--- src/core/converter_io_pkg.sv ---
// Shared constants and types for the serial converter control block
// Summary of operation
// - Rising conversion-start strobe begins a conversion and puts the track/hold into hold.
// - Result word is 16 bits: two zeros, then the 14-bit result, MSB first.
// - Output bits change on receive-clock rise; receiver samples on fall while frame is low.
// - Frame strobe falls at conversion start; first zero valid at first falling clock edge.
// - Receive clock, frame strobe and data only pull low or release.
// - Receive clock comes from master clock; mode input selects gated or continuous.
// - Output side has input latch and converter latch; only the latter sets output.
// - Host presents 16 bits, each valid at a falling transmit-clock edge; device captures there.
// - Asserted frame sync marks the next 16 falling transmit-clock edges as word bits.
// - First two received bits are ignored; remaining 14, MSB first, form the code.
// - Normally the load strobe's falling edge copies input latch to converter latch.
// - Load strobe held low updates the converter latch on the sixteenth falling edge.
// - Load strobe falling mid-word does not update; staying low updates at sixteenth edge.
// - Load strobe falling then rising mid-word gives no converter-latch update.
// - Output code is two's complement: 1FFF max, 2000 min, 0000 zero volts.
// - Sampling code is two's complement: 1FFF max, 2000 min, 3FFF/0000 around zero.
// - Conversion lasts 19 or 20 master-clock rises; always 19 with gated internal clock.
package converter_io_pkg;

  localparam int unsigned CLK_FREQ_HZ       = 40_000_000;
  localparam int unsigned MCLK_FREQ_HZ      = 2_000_000;
  localparam int unsigned MCLK_HALF_CYCLES  = CLK_FREQ_HZ / (2 * MCLK_FREQ_HZ);

  localparam int unsigned CODE_BITS         = 14;
  localparam int unsigned WORD_BITS         = 16;
  localparam int unsigned LEAD_BITS         = WORD_BITS - CODE_BITS;
  localparam int unsigned CONV_RISE_EDGES   = 19;

  localparam logic [4:0]  DIV_LAST          = 5'(MCLK_HALF_CYCLES - 1);
  localparam logic [4:0]  CONV_LAST_EDGE    = 5'(CONV_RISE_EDGES - 1);
  localparam logic [4:0]  WORD_LAST_BIT     = 5'(WORD_BITS - 1);
  localparam logic [LEAD_BITS-1:0] LEAD_ZEROS = '0;

  typedef logic [CODE_BITS-1:0] code_t;
  typedef logic [WORD_BITS-1:0] word_t;

  // Open-drain pin: out is always low, oeN low pulls the wire low
  typedef struct packed {
    logic out;
    logic oeN;
  } odPin_t;

  localparam odPin_t PIN_RELEASED = '{out: 1'b0, oeN: 1'b1};
  localparam odPin_t PIN_LOW      = '{out: 1'b0, oeN: 1'b0};

endpackage

--- src/core/master_clock_divider.sv ---
// Divider that makes the converter master clock as level and edge enables
`timescale 1ns/1ps
`default_nettype none
module master_clock_divider
  import converter_io_pkg::*;
(
  input  wire logic clk,
  input  wire logic reset_n,
  input  wire logic restart,
  output logic      level,
  output logic      riseEn,
  output logic      fallEn
);

  typedef struct packed {
    logic [4:0] count;
    logic       level;
    logic       rise;
    logic       fall;
  } divState_t;

  divState_t state_q;
  divState_t state_d;

  always_comb begin
    state_d      = state_q;
    state_d.rise = 1'b0;
    state_d.fall = 1'b0;
    if (restart) begin
      // Restart high so the first edge seen outside is a fall
      state_d.count = '0;
      state_d.level = 1'b1;
    end else if (state_q.count == DIV_LAST) begin
      state_d.count = '0;
      state_d.level = ~state_q.level;
      state_d.rise  = ~state_q.level;
      state_d.fall  = state_q.level;
    end else begin
      state_d.count = state_q.count + 5'h01;
    end
  end

  always_ff @(posedge clk or negedge reset_n) begin
    if (!reset_n) begin
      state_q <= '{count: 5'h00, level: 1'b1, rise: 1'b0, fall: 1'b0};
    end else begin
      state_q <= state_d;
    end
  end

  assign level  = state_q.level;
  assign riseEn = state_q.rise;
  assign fallEn = state_q.fall;

endmodule
`default_nettype wire

--- src/core/output_latch_pair.sv ---
// Input latch and converter latch of the output converter
`timescale 1ns/1ps
`default_nettype none
module output_latch_pair
  import converter_io_pkg::*;
(
  input  wire logic  clk,
  input  wire logic  reset_n,
  input  wire logic  writeInput,
  input  wire code_t writeData,
  input  wire logic  transfer,
  output code_t      outputCode
);

  typedef struct packed {
    code_t inputLatch;
    code_t converterLatch;
  } latchState_t;

  latchState_t state_q;
  latchState_t state_d;

  always_comb begin
    state_d = state_q;
    if (writeInput) begin
      state_d.inputLatch = writeData;
    end
    // A transfer in the same cycle as a write takes the new word
    if (transfer) begin
      state_d.converterLatch = writeInput ? writeData : state_q.inputLatch;
    end
  end

  always_ff @(posedge clk or negedge reset_n) begin
    if (!reset_n) begin
      state_q <= '0;
    end else begin
      state_q <= state_d;
    end
  end

  // Two's complement code drives the analog stage unchanged
  assign outputCode = state_q.converterLatch;

endmodule
`default_nettype wire

--- src/core/serial_adc_dac_interface.sv ---
// Conversion control, receive serialiser and transmit deserialiser of the converter pair
`timescale 1ns/1ps
`default_nettype none
module serial_adc_dac_interface
  import converter_io_pkg::*;
(
  input  wire logic                   clk,
  input  wire logic                   reset_n,
  input  wire logic                   conversionStartStrobeN,
  input  wire converter_io_pkg::code_t sampleCode,
  input  wire logic                   receiveClockContinuous,
  input  wire logic                   transmitSerialClock,
  input  wire logic                   transmitFrameSyncN,
  input  wire logic                   transmitDataIn,
  input  wire logic                   outputLatchLoadStrobeN,
  output converter_io_pkg::odPin_t    receiveClockPin,
  output converter_io_pkg::odPin_t    receiveFrameStrobe,
  output converter_io_pkg::odPin_t    receiveDataPin,
  output logic                        trackHoldHold,
  output logic                        converting,
  output converter_io_pkg::code_t     outputCode
);

  typedef struct packed {
    logic       startPrev;
    logic       converting;
    logic       hold;
    logic       skipRise;
    logic [4:0] riseCount;
    logic       framing;
    logic       fallSeen;
    logic [4:0] bitIdx;
    word_t      txShift;
    odPin_t     clkPin;
    odPin_t     framePin;
    odPin_t     dataPin;
    logic       tclkPrev;
    logic       loadPrev;
    logic       wordBusy;
    logic [4:0] wordCount;
    word_t      rxShift;
  } ifState_t;

  ifState_t state_q;
  ifState_t state_d;

  logic  mclkLevel;
  logic  mclkRise;
  logic  mclkFall;
  logic  startEdge;
  logic  divRestart;
  logic  tclkFall;
  logic  wordDone;
  logic  writeInput;
  logic  transfer;
  word_t wordIn;

  function automatic odPin_t driveLevel(input logic bitValue);
    driveLevel = bitValue ? PIN_RELEASED : PIN_LOW;
  endfunction

  // Starts during a conversion or frame are ignored
  assign startEdge  = ~state_q.startPrev & conversionStartStrobeN
                      & ~state_q.converting & ~state_q.framing;
  // Gated clock restarts in phase with the start, so timing is fixed
  assign divRestart = startEdge & ~receiveClockContinuous;

  master_clock_divider u_divider (
    .clk     (clk),
    .reset_n (reset_n),
    .restart (divRestart),
    .level   (mclkLevel),
    .riseEn  (mclkRise),
    .fallEn  (mclkFall)
  );

  assign tclkFall = state_q.tclkPrev & ~transmitSerialClock;
  assign wordIn   = {state_q.rxShift[WORD_BITS-2:0], transmitDataIn};
  assign wordDone = tclkFall & state_q.wordBusy & (state_q.wordCount == WORD_LAST_BIT);

  always_comb begin
    state_d            = state_q;
    state_d.startPrev  = conversionStartStrobeN;
    state_d.tclkPrev   = transmitSerialClock;
    state_d.loadPrev   = outputLatchLoadStrobeN;
    writeInput         = 1'b0;
    transfer           = 1'b0;

    // Receive side: conversion and serial result
    if (startEdge) begin
      state_d.converting = 1'b1;
      state_d.hold       = 1'b1;
      state_d.riseCount  = '0;
      // A start landing on a clock rise misses that edge: one extra rise
      state_d.skipRise   = receiveClockContinuous & mclkRise;
      state_d.framing    = 1'b1;
      // A master fall in the start cycle reaches the pin with the frame, so it is the first fall
      state_d.fallSeen   = receiveClockContinuous & mclkFall;
      state_d.bitIdx     = '0;
      state_d.txShift    = {LEAD_ZEROS, sampleCode};
      state_d.framePin   = PIN_LOW;
      state_d.dataPin    = driveLevel(LEAD_ZEROS[LEAD_BITS-1]);
    end else begin
      if (state_q.converting && mclkRise) begin
        if (state_q.skipRise) begin
          state_d.skipRise = 1'b0;
        end else if (state_q.riseCount == CONV_LAST_EDGE) begin
          state_d.converting = 1'b0;
          state_d.hold       = 1'b0;
        end else begin
          state_d.riseCount = state_q.riseCount + 5'h01;
        end
      end
      if (state_q.framing && mclkFall) begin
        state_d.fallSeen = 1'b1;
      end
      // Next bit only after the current one was offered on a falling edge
      if (state_q.framing && mclkRise && state_q.fallSeen) begin
        state_d.fallSeen = 1'b0;
        if (state_q.bitIdx == WORD_LAST_BIT) begin
          state_d.framing  = 1'b0;
          state_d.framePin = PIN_RELEASED;
          state_d.dataPin  = PIN_RELEASED;
        end else begin
          state_d.bitIdx  = state_q.bitIdx + 5'h01;
          state_d.txShift = {state_q.txShift[WORD_BITS-2:0], 1'b0};
          state_d.dataPin = driveLevel(state_q.txShift[WORD_BITS-2]);
        end
      end
    end

    // Receive clock follows the master clock, gated unless continuous
    // A gated restart keeps the pin released, so no runt low pulse meets the new frame
    if (!divRestart && (receiveClockContinuous || state_d.converting || state_d.framing) && !mclkLevel) begin
      state_d.clkPin = PIN_LOW;
    end else begin
      state_d.clkPin = PIN_RELEASED;
    end

    // Transmit side: word capture on falling transmit-clock edges
    if (tclkFall) begin
      if (state_q.wordBusy) begin
        state_d.rxShift   = wordIn;
        state_d.wordCount = state_q.wordCount + 5'h01;
        if (wordDone) begin
          state_d.wordBusy = 1'b0;
          writeInput       = 1'b1;
          // Strobe low at the last bit commits the word at once
          transfer         = ~outputLatchLoadStrobeN;
        end
      end else if (!transmitFrameSyncN) begin
        state_d.wordBusy  = 1'b1;
        state_d.wordCount = 5'h01;
        state_d.rxShift   = wordIn;
      end
    end

    // Strobe edge outside a word copies the held word
    if (state_q.loadPrev && !outputLatchLoadStrobeN && !state_q.wordBusy) begin
      transfer = 1'b1;
    end
    // A strobe edge during a word is dropped
    if (wordDone && outputLatchLoadStrobeN) begin
      transfer = 1'b0;
    end
  end

  output_latch_pair u_latches (
    .clk        (clk),
    .reset_n    (reset_n),
    .writeInput (writeInput),
    .writeData  (wordIn[CODE_BITS-1:0]),
    .transfer   (transfer),
    .outputCode (outputCode)
  );

  always_ff @(posedge clk or negedge reset_n) begin
    if (!reset_n) begin
      state_q           <= '0;
      state_q.startPrev <= 1'b1;
      state_q.tclkPrev  <= 1'b1;
      state_q.loadPrev  <= 1'b1;
      state_q.clkPin    <= PIN_RELEASED;
      state_q.framePin  <= PIN_RELEASED;
      state_q.dataPin   <= PIN_RELEASED;
    end else begin
      state_q <= state_d;
    end
  end

  assign receiveClockPin    = state_q.clkPin;
  assign receiveFrameStrobe = state_q.framePin;
  assign receiveDataPin     = state_q.dataPin;
  assign trackHoldHold      = state_q.hold;
  assign converting         = state_q.converting;

endmodule
`default_nettype wire

--- config.mk ---
export PLATFORM = sky130hd
export DESIGN_NAME = serial_adc_dac_interface
export DESIGN_NICKNAME = d
export VERILOG_FILES = /design/src/core/converter_io_pkg.sv /design/src/core/master_clock_divider.sv /design/src/core/output_latch_pair.sv /design/src/core/serial_adc_dac_interface.sv
export SDC_FILE = /design/constraint.sdc
export NUM_CORES = 1
export LEC_CHECK = 0
export ABC_CLOCK_PERIOD_IN_PS = 2140
export BUFFER_PORTS_ARGS = -buffer_cell sky130_fd_sc_hd__buf_2
export CAP_MARGIN = 20
export CORE_AREA = 2 2 120 122
export DETAILED_ROUTE_END_ITERATION = 7
export DIE_AREA = 0 0 122 124
export PLACE_DENSITY_LB_ADDON = 0.25
export REMOVE_ABC_BUFFERS = 1
export SYNTH_ARGS = -nofsm -noshare
export SYNTH_HDL_FRONTEND = slang
export SYNTH_HIERARCHICAL = 1
export SYNTH_SLANG_ARGS = --single-unit
--- constraint.sdc ---
create_clock -name clk -period 2.14 [get_ports clk]
set_input_delay 0.321 -clock clk [delete_from_list [all_inputs] [get_ports clk]]
set_output_delay 0.321 -clock clk [all_outputs]
set_load 0.1 [all_outputs]
# Yosys cells after proc, flatten, opt, wreduce, memory -nomap -nowiden
# Index checks and enable logic that the tools add are counted.
[op_classes]
n_addsub = 4
n_eq_ne = 8
muxes = 32
bitwise = 16
n_reduce_logical = 26
[ops]
columns = ["operator", "count"]
rows = [
  ["$mux 22", 2],
  ["$mux 31", 1],
  ["$mux 23", 1],
  ["$mux 21", 1],
  ["$add 5x1->5 const B", 4],
  ["$eq 5x4->1 const B", 3],
  ["$mux 5", 3],
  ["$mux 1", 14],
  ["$mux 14", 1],
  ["$reduce_bool 2->1", 5],
  ["$and 1x1->1", 9],
  ["$logic_and 1x1->1", 9],
  ["$mux 2", 4],
  ["$mux 4", 2],
  ["$mux 8", 1],
  ["$not 1->1", 7],
  ["$mux 6", 1],
  ["$reduce_and 2->1", 3],
  ["$reduce_and 3->1", 2],
  ["$eq 5x5->1 const B", 1],
  ["$logic_not 1->1", 4],
  ["$ne 2x1->1 const B", 2],
  ["$ne 2x2->1 const B", 2],
  ["$mux 3", 1],
  ["other kinds (2)", 3],
]
[totals]
reg_bits = 96
inputBits = 22
output_inout_bits = 22
word_cells = 112

# Longest topological paths before layout
# Gate-level depths: netlist (run 1).
[depth]
word_depth = 10
ltp_mapped = 8
ltp_nobuf = 7

# Hierarchy
# The synthesis (run 1) kept the hierarchy.
[by_module_without_submodules]
columns = ["module", "instances", "cells_each", "area_per_inst_um2", "seq_area_each_um2"]
rows = [
  ["serial_adc_dac_interface", 1, 204, 2518.7, 1383.8],
  ["output_latch_pair", 1, 72, 1178.6, 700.7],
  ["master_clock_divider", 1, 28, 347.8, 201.4],
]

# Worst setup path before layout (run 1)
# OpenSTA, ideal clock, no wires.
[synth_timing]
kind = "flip-flop to flip-flop"
from = "register state_q (netlist bit converting)"
to = "register u_divider/state_q[5] (netlist bit)"
setup_time_ps = 120
arrival_time_ps = 2145
t_required_ps = 2020
setup_slack_ps = -126
path_stages_with_launch = 7
path_buffers = 2
period_less_slack_ps = 2266
cell_sequence = "dfrtp_1 -> or4b_1 -> buf_2 -> buf_6 -> nor2_1 -> nand2b_1 -> nor2_1"
[synth_rtl]
columns = ["item", "line_no", "source"]
rows = [
  ["from (decl)", "serial_adc_dac_interface.sv:44", "ifState_t state_q;"],
  ["from (signal assigned)", "serial_adc_dac_interface.sv:187", "state_q <= state_d;"],
  ["to (signal assigned)", "master_clock_divider.sv:45", "state_q <= '{count: 5'h00, level: 1'b1, rise: 1'b0, fall: 1'b0};"],
  ["to (signal assigned)", "master_clock_divider.sv:47", "state_q <= state_d;"],
  ["to (decl)", "master_clock_divider.sv:22", "divState_t state_q;"],
]

==> results, run 1 <==
- Leaving out fill and tap cells, the most frequent cells in the layout are dfrtp_1, buf_2, mux2_2, nand2_1.
- The detail route stage leaves a number of antenna-violating nets equal to 0.
- Data arrives at the worst endpoint at ~2.2 ns.
- The number of enable-type register cells in the synthesized netlist is 0.
- The number of standard-cell rows in the floorplan is 43.
- The kind of launch point of the worst setup path is a register.
- Averaged over all synthesized cells, the footprint is 13.3 sq um.
- The violation count after the first detailed-route iteration is 124.
- The synthesized netlist cell count is slightly above 300.
- The analysis attributes to cell leakage a power of 2.32 nW.
- The global-route congestion overflow total is 0.
- The largest total area in the synthesized netlist belongs to dfrtp_1.
- TritonCTS built the clock tree.
- In this run the cell area of the synthesized design comes to slightly above 4000 sq um.
- Global routing consumed, over all layers together, 9.96% of the routing resources.
- The flow ran to the end, and the final reports show no timing, DRC or antenna violations.
- Counting every sink on the clock net gives 91.
- The sum of net half-perimeters after detailed placement is 4.57 mm.
- The first global-routing pass estimated 11.7 mm of wire.
- The worst-skew pair later-pin latency is 0.34 ns.
- The congestion estimate from routability-driven global placement came to 0.766.
- The total via count after detailed routing is 2330.
- By area the synthesized netlist is led by dfrtp_1, mux2_2, dfstp_2.
- The cell count of the worst reg-to-reg path is 8.
- Power comes to 0.00600 W.
- In this run the horizontal extent of the chip is around 120 microns.
- Relative to the synthesized area, the layout overhead comes to 15.6%.
- The port buffer count is 40.
- Setup violations remaining at the end of the flow were counted as 0.
- Setup repair after global routing left no endpoint under its margin.
- In this run, synthesis produced a sequential element count of 91.
- The clock-pin transition on the worst setup and hold timing paths is 0.07 ns.
- The worst path needs 2.00 ns of the cycle, external delays included.
- The type of the worst min-delay path is in -> reg.
- The number of cells on the worst hold path is 1.
- In the synthesized netlist the async set-or-reset flop fraction comes to 100%.
- Of the synthesized area, sequential elements account for a little under three fifths.
- The maximum number of pins on one net before global-route repair is 55.
- The element type at the critical path end is a register.
- The number of ports placed on the die boundary is 44.
- The initial standard-cell utilization of the core is 29.5%.
- The die boundary height is 124 microns.
- The via-per-instance ratio is about 4.5.
- For the worst setup path, the data required time is around 2.4 ns.
- Summed over all layers, the routed wires come to 6.91 mm.
- The first detailed-routing pass took 4 iterations.
- The highest net fanout along the worst path is 14.
- The area share of the largest cell type after synthesis is 52.0%.
- The number of global-route vias before repair was ~2400.
- The repair_antennas step left the layout with diodes totalling 0.
- Of the available clock period, the critical path in the final layout requires 93.7%.
- In this run, CTS created clock tree buffers numbering 9.
- For this design the ratio of total power to cell area is 1280 nW/um^2.
- The distinct cell type count of the synthesized netlist is 49.
- The post-CTS setup buffer count is 0.
- The type of the worst setup path is reg -> reg.
- The final-stage net count is 366.
- In the routed design, unresolved DRC markers number 0.
- The final worst-path setup slack is 0.135 ns.
- The Yosys step of the flow raised 6 warnings.
- The most frequent standard cell in the layout excluding fill and tap cells is dfrtp_1.
- The post-route netlist has 39.6% of its cells at a drive strength greater than 1.
- The worst-case setup slack after placement is 0.129 ns.
- The count of final max-slew check failures is 0.
- The buffer cell driving the clock tree root is clkbuf_16.
- For this run, the share of the core covered by cells in the final layout is approximately a third.
- After detailed routing, the average wire length per cell comes to 13.3 microns.
- Counting tap cells, the placed design contains a total of 504 instances.
- The maximum buffer depth of the clock tree is 2.
- The setup total negative slack is 0 ns.
- The final hold violation count was 0.
- Among all flip-flop cells after synthesis, the most frequent one is dfrtp_1.
- The finished layout holds 521 standard cells, fillers aside.
- Static timing analysis puts the maximum clock frequency at 499 MHz.
- The clock tree synthesis step divided the H-tree into 3 levels.
- Across the VDD grid, the largest voltage drop is approximately 430 uV.
- The reported max-cap violation count is 0.
- The final worst clock skew is 0.00843 ns.
- The area of the die is roughly 15000 sq um.
- The initial antenna violation count is 0.
- The area of the placeable core is 13700 sq um.
==> flip-flops by register name (all words and copies together) (netlist names) <==
signal,count
state_q,50
u_latches/outputCode,14
u_latches/state_q,14
u_divider/state_q,5
converting,1
receiveClockPin,1
receiveDataPin,1
receiveFrameStrobe,1
trackHoldHold,1
u_divider/fallEn,1
u_divider/level,1
u_divider/riseEn,1
==> area by class of cell <==
cell class              instances  area (sq um)
fillers                      1369          9040
clock inverters                 5          82.6
inverters                      10          37.5
repair buffers                 50           305
clock buffers                  11           253
well taps                     180           225
multi-input cells             174          1490
flip-flops and latches         91          2290
==> cells by family after synthesis <==
logic type | share of synthesized area [%]
flops | 56.5
mux | 14.0
simple gates | 8.91
xor+xnor | 0.650
compound gates | 10.4
other cells | 0.0927
fa+ha+maj | 2.47
buf+inv | 6.96
==> cell usage after synthesis (all sizes together) (2+ instances only) <==
cell type   n
ha          8
nor4bb      2
nor3        2
o211ai      2
a21oi       4
nand2b      3
a22o       17
nor2       12
buf        31
xor2        2
a21o       15
mux2i       4
and3        2
o22ai       2
dfrtp      84
nand4bb     2
o31ai       3
inv        10
nand3      10
o21ai       4
mux2       43
nand2      18
dfstp       7
==> per-layer routing <==
| metal | vias to the layer above | global-route usage [%] | part of all wire, % |
|---|---|---|---|
| li1 | 1122 | - | - |
| met1 | 1169 | 13.4 | 50 |
| met2 | 29 | 14.6 | 45 |
| met3 | 10 | 2.43 | 2.8 |
| met4 | 0 | 5.82 | 2.3 |
| met5 | - | 0 | 0 |
==> timing repair <==
item | in CTS | in global routing
hold buffers | 1 | 0
endpoints found under the setup margin | 0 | 0
resized for setup | 0 | 0
endpoints found under the hold margin | 16 | 0
==> metrics by stage <==
| stage | hold slack [ns] | instance area [sq um] |
|---|---|---|
| after floorplan | 0.0254 | 3810 |
| after global placement | 0.235 | 4330 |
| after detailed placement | 0.236 | 4330 |
| after CTS | 0.0676 | 4670 |
| after global routing | 0.0655 | 4670 |
| final | 0.0846 | 4670 |
==> critical path, stage by stage (launching register included) <==
cell	delay (ns)
dfrtp_1	0.41
ha_1	0.23
and3_1	0.18
ha_1	0.17
nand2_1	0.10
inv_1	0.08
buf_12	0.16
mux2_4	0.31
mux2_2	0.26
==> power by group <==
group	total [W]	switching [W]	internal [W]
Combinational	0.00161	0.000977	0.000637
Sequential	0.00263	0.000358	0.00227
Clock	0.00176	0.000664	0.00109
Total	0.00600	0.00200	0.00400
==> final timing paths <==
path / from / endpoint / slack, ns
max: state_q[16] / u_latches/outputCode[4] / 0.14
min: outputLatchLoadStrobeN / state_q[22] / 0.08
max reg2reg: state_q[16] / u_latches/outputCode[4] / 0.14
min reg2reg: state_q[50] / state_q[50] / 0.47
max in group asynchronous: reset_n / state_q[23] / 1.10
min in group asynchronous: reset_n / state_q[30] / 0.41
No activity file was read; power rests on OpenSTA's default activity.
==> run 2: changes to the inputs <==
Settings changed: ABC_CLOCK_PERIOD_IN_PS 2140 to 1960.
Clock period 2.14 ns to 1.96 ns, I/O delays scaled along.
==> run 2 against run 1 <==
  * Routed wire length is 1.1% higher
  * Flip-flop and latch count stayed put
  * Via count is 2.0% higher
  * Largest cell class unchanged
  * Clock skew is 0.0019 ns lower
  * Largest power group unchanged
  * Sequential power is 8.0% higher
  * Maximum frequency is 5.7% higher
  * Clock-buffer cell count is 1 lower
  * Register-to-register slack worse by 0.07 ns
  * Global-route usage hardly changed
  * Critical endpoint is now u_latches/outputCode[8]
  * Final cell count is 1.9% higher
  * Worst setup slack worse by 0.073 ns
==> results, run 2 (synthesis results as in run 1) <==
- The number of ports placed on the die boundary is 44 (unchanged).
- The flow ran to the end, and the final reports show no timing, DRC or antenna violations.
- The total design power is 0.00661 W (+10%).
- The final RePlAce weighted congestion came to 0.761 (-0.73%).
- The total cell area at the placement stage was 4410 sq um (+1.8%).
- The first-pass GRT wire length is 11.8 mm (+0.36%).
- The violation count after the first detailed-route iteration came to 119 (-4.0%).
- The worst-case setup slack after placement is 0.0264 ns (-0.103 ns).
- The routed length per instance is 13.2 microns (-0.76%).
- The reported max-cap violation count is 0 (unchanged).
- The final worst-path setup slack is 0.0627 ns (-0.0726 ns).
- The global-route congestion overflow total is 0 (unchanged).
- The data arrival time of the critical path came to 2.12 ns (-0.11 ns).
- The share of layout cells above drive strength 1 is 43.0% (+3.4 points).
- The final-stage net count is 376 (+2.7%).
- The post-route minimum period is 1.90 ns (-0.107 ns).
- The ratio of total power to cell area is 1370 nW/um^2 (+6.6%).
- The endpoint identified for the worst register-to-register timing path is u_latches/outputCode[8].
- The startpoint identified for the worst register-to-register timing path is state_q[17].
- The initial standard-cell utilization of the core is 29.5% (unchanged).
- The initial antenna violation count is 0 (unchanged).
- The worst setup path is launched from a register.
- The fill cell total of the finished layout came to 1362 (-0.51%).
- The count of H-tree levels built during CTS came to 3 (unchanged).
- The total non-filler cell area in the finished layout is 4830 sq um (+3.3%).
- The post-CTS setup buffer count is 0 (unchanged).
- The number of diodes is 0 (unchanged).
- The die boundary height came to 124 microns (unchanged).
- The top cell types in the final layout, fill and taps aside, are dfrtp_1, buf_2, mux2_2, nand2_1, buf_4.
- The worst-skew pair later-pin latency came to 0.33 ns (about the same).
- The element type at the critical path end is a register.
- The most critical setup path has its startpoint at state_q[17].
- The clock-pin transition on the worst setup and hold timing paths is 0.07 ns (about the same).
- The final critical-path share of the clock period is 96.8% (+3.1 points).
- The maximum number of pins on one net before global-route repair came to 35 (-36%).
- The count of unresolved DRC violations after routing was 0 (unchanged).
- The maximum vdd drop is 583 uV (+36%).
- The critical path in this run is classified as reg -> reg.
- Compared with the post-synthesis result, the final layout area differs by 19.4%.
- The leakage power came to 2.37 nW (+2.5%).
- The number of standard-cell rows in the floorplan is 43 (unchanged).
- The number of detailed-route iterations in the first pass was 4 (unchanged).
- The sum of net half-perimeters after detailed placement is 4.73 mm (+3.5%).
- The via-per-instance ratio is 4.48 (about the same).
- The root buffer cell chosen for the clock tree is clkbuf_16.
- The largest register by flop count is state_q.
- The port buffer count is 40 (unchanged).
- The achievable frequency is 527 MHz (+5.7%).
- The flip-flop count of the largest register, all copies and words added is 50 (unchanged).
- The width of the die is 122 microns (unchanged).
- The data required time at the worst endpoint is 2.18 ns (-0.18 ns).
- The total via count after detailed routing is 2377 (+2.0%).
- The aggregate global-route resource usage was 10.0% (+0.036 points).
- The type of the worst min-delay path is in -> reg.
- The final worst clock skew is 0.00652 ns (-0.00191 ns).
- The number of clock sinks seen by CTS is 91 (unchanged).
- The final hold violation count was 0 (unchanged).
- TritonCTS built the clock tree.
- Setup repair after global routing left no endpoint under its margin.
- The area of the die was 15100 sq um (unchanged).
- The maximum buffer depth of the clock tree was 2 (unchanged).
- The area of the placeable core is 13700 sq um (unchanged).
- The number of endpoints failing setup at the final stage was 0 (unchanged).
- The setup total negative slack is 0 ns (unchanged).
- The number of global-route vias before repair is 2457 (+4.1%).
- The most frequent standard cell in the layout excluding fill and tap cells is dfrtp_1.
- The cell count of the worst reg-to-reg path is 8 (unchanged).
- The number of buffers inserted during clock tree synthesis is 9 (unchanged).
- The antenna violation net count after detailed routing came to 0 (unchanged).
- The count of final max-slew check failures is 0 (unchanged).
- In this run the worst setup path terminates at u_latches/outputCode[8].
- The wire length after detailed routing came to 6.99 mm (+1.1%).
- The highest net fanout along the worst path is 7 (-7).
- The worst-case register-to-register setup slack is 0.06 ns (-0.07 ns).
- The final core utilization is 35.2% (+1.1 points).
## run 2: cell types whose count changed in the layout (fill, tap and decap cells not counted), sizes merged
cell and delta:
clkinvlp +1, clkbuf +1, buf +8
## run 2: timing repair
item                                    CTS  global route
resized for setup                         2             9
gates cloned                              0             2
pin swaps                                 0             2
hold buffers                              1             0
endpoints found under the hold margin    27             0
endpoints found under the setup margin   13            16
## run 2: area by class of cell
cell class	count	area, sq um	area share [%]
multi-input cells	174	1530	31.6
inverters	10	40.0	0.829
clock buffers	10	229	4.74
well taps	180	225	4.66
clock inverters	6	96.3	1.99
flip-flops and latches	91	2290	47.3
repair buffers	60	428	8.86
## run 2: through the flow
step                      instances  hold slack, ns
final                           531          0.0779
after global routing            531          0.0619
after CTS                       530          0.0494
after detailed placement        513           0.269
after global placement          513           0.267
after floorplan                 275        -0.00159
## run 2: critical path: stages, from the launching register on
cell and delay (ns):
dfrtp_1 0.39, ha_2 0.19, and3_4 0.18, ha_4 0.16
nand2_4 0.08, inv_4 0.05, clkbuf_16 0.16, mux2_4 0.30
mux2_2 0.27
## run 2: worst min path at each step
| stage | cells past startpoint | to | start | slack (ns) |
|---|---|---|---|---|
| finish | 1 | state_q[61] | conversionStartStrobeN | 0.08 |
| global route | 1 | state_q[22] | outputLatchLoadStrobeN | 0.06 |
| CTS | 1 | state_q[22] | outputLatchLoadStrobeN | 0.05 |
| detailed placement | 1 | state_q[30] | reset_n | 0.27 |
| global placement | 1 | state_q[30] | reset_n | 0.27 |
| floorplan | 0 | converting | reset_n | -0.002 |
## run 2: routing by layer
metal  track usage [%]  routed length [microns]
met1              12.8                     3360
met2              16.1                     3280
met3              2.52                      226
met4              4.31                      119
met5                 0                        0
## run 2: report_power, final
group	internal (W)	switching (W)	total, W
Combinational	0.000783	0.00113	0.00191
Clock	0.00113	0.000719	0.00185
Sequential	0.00248	0.000369	0.00284
Total	0.00439	0.00222	0.00661
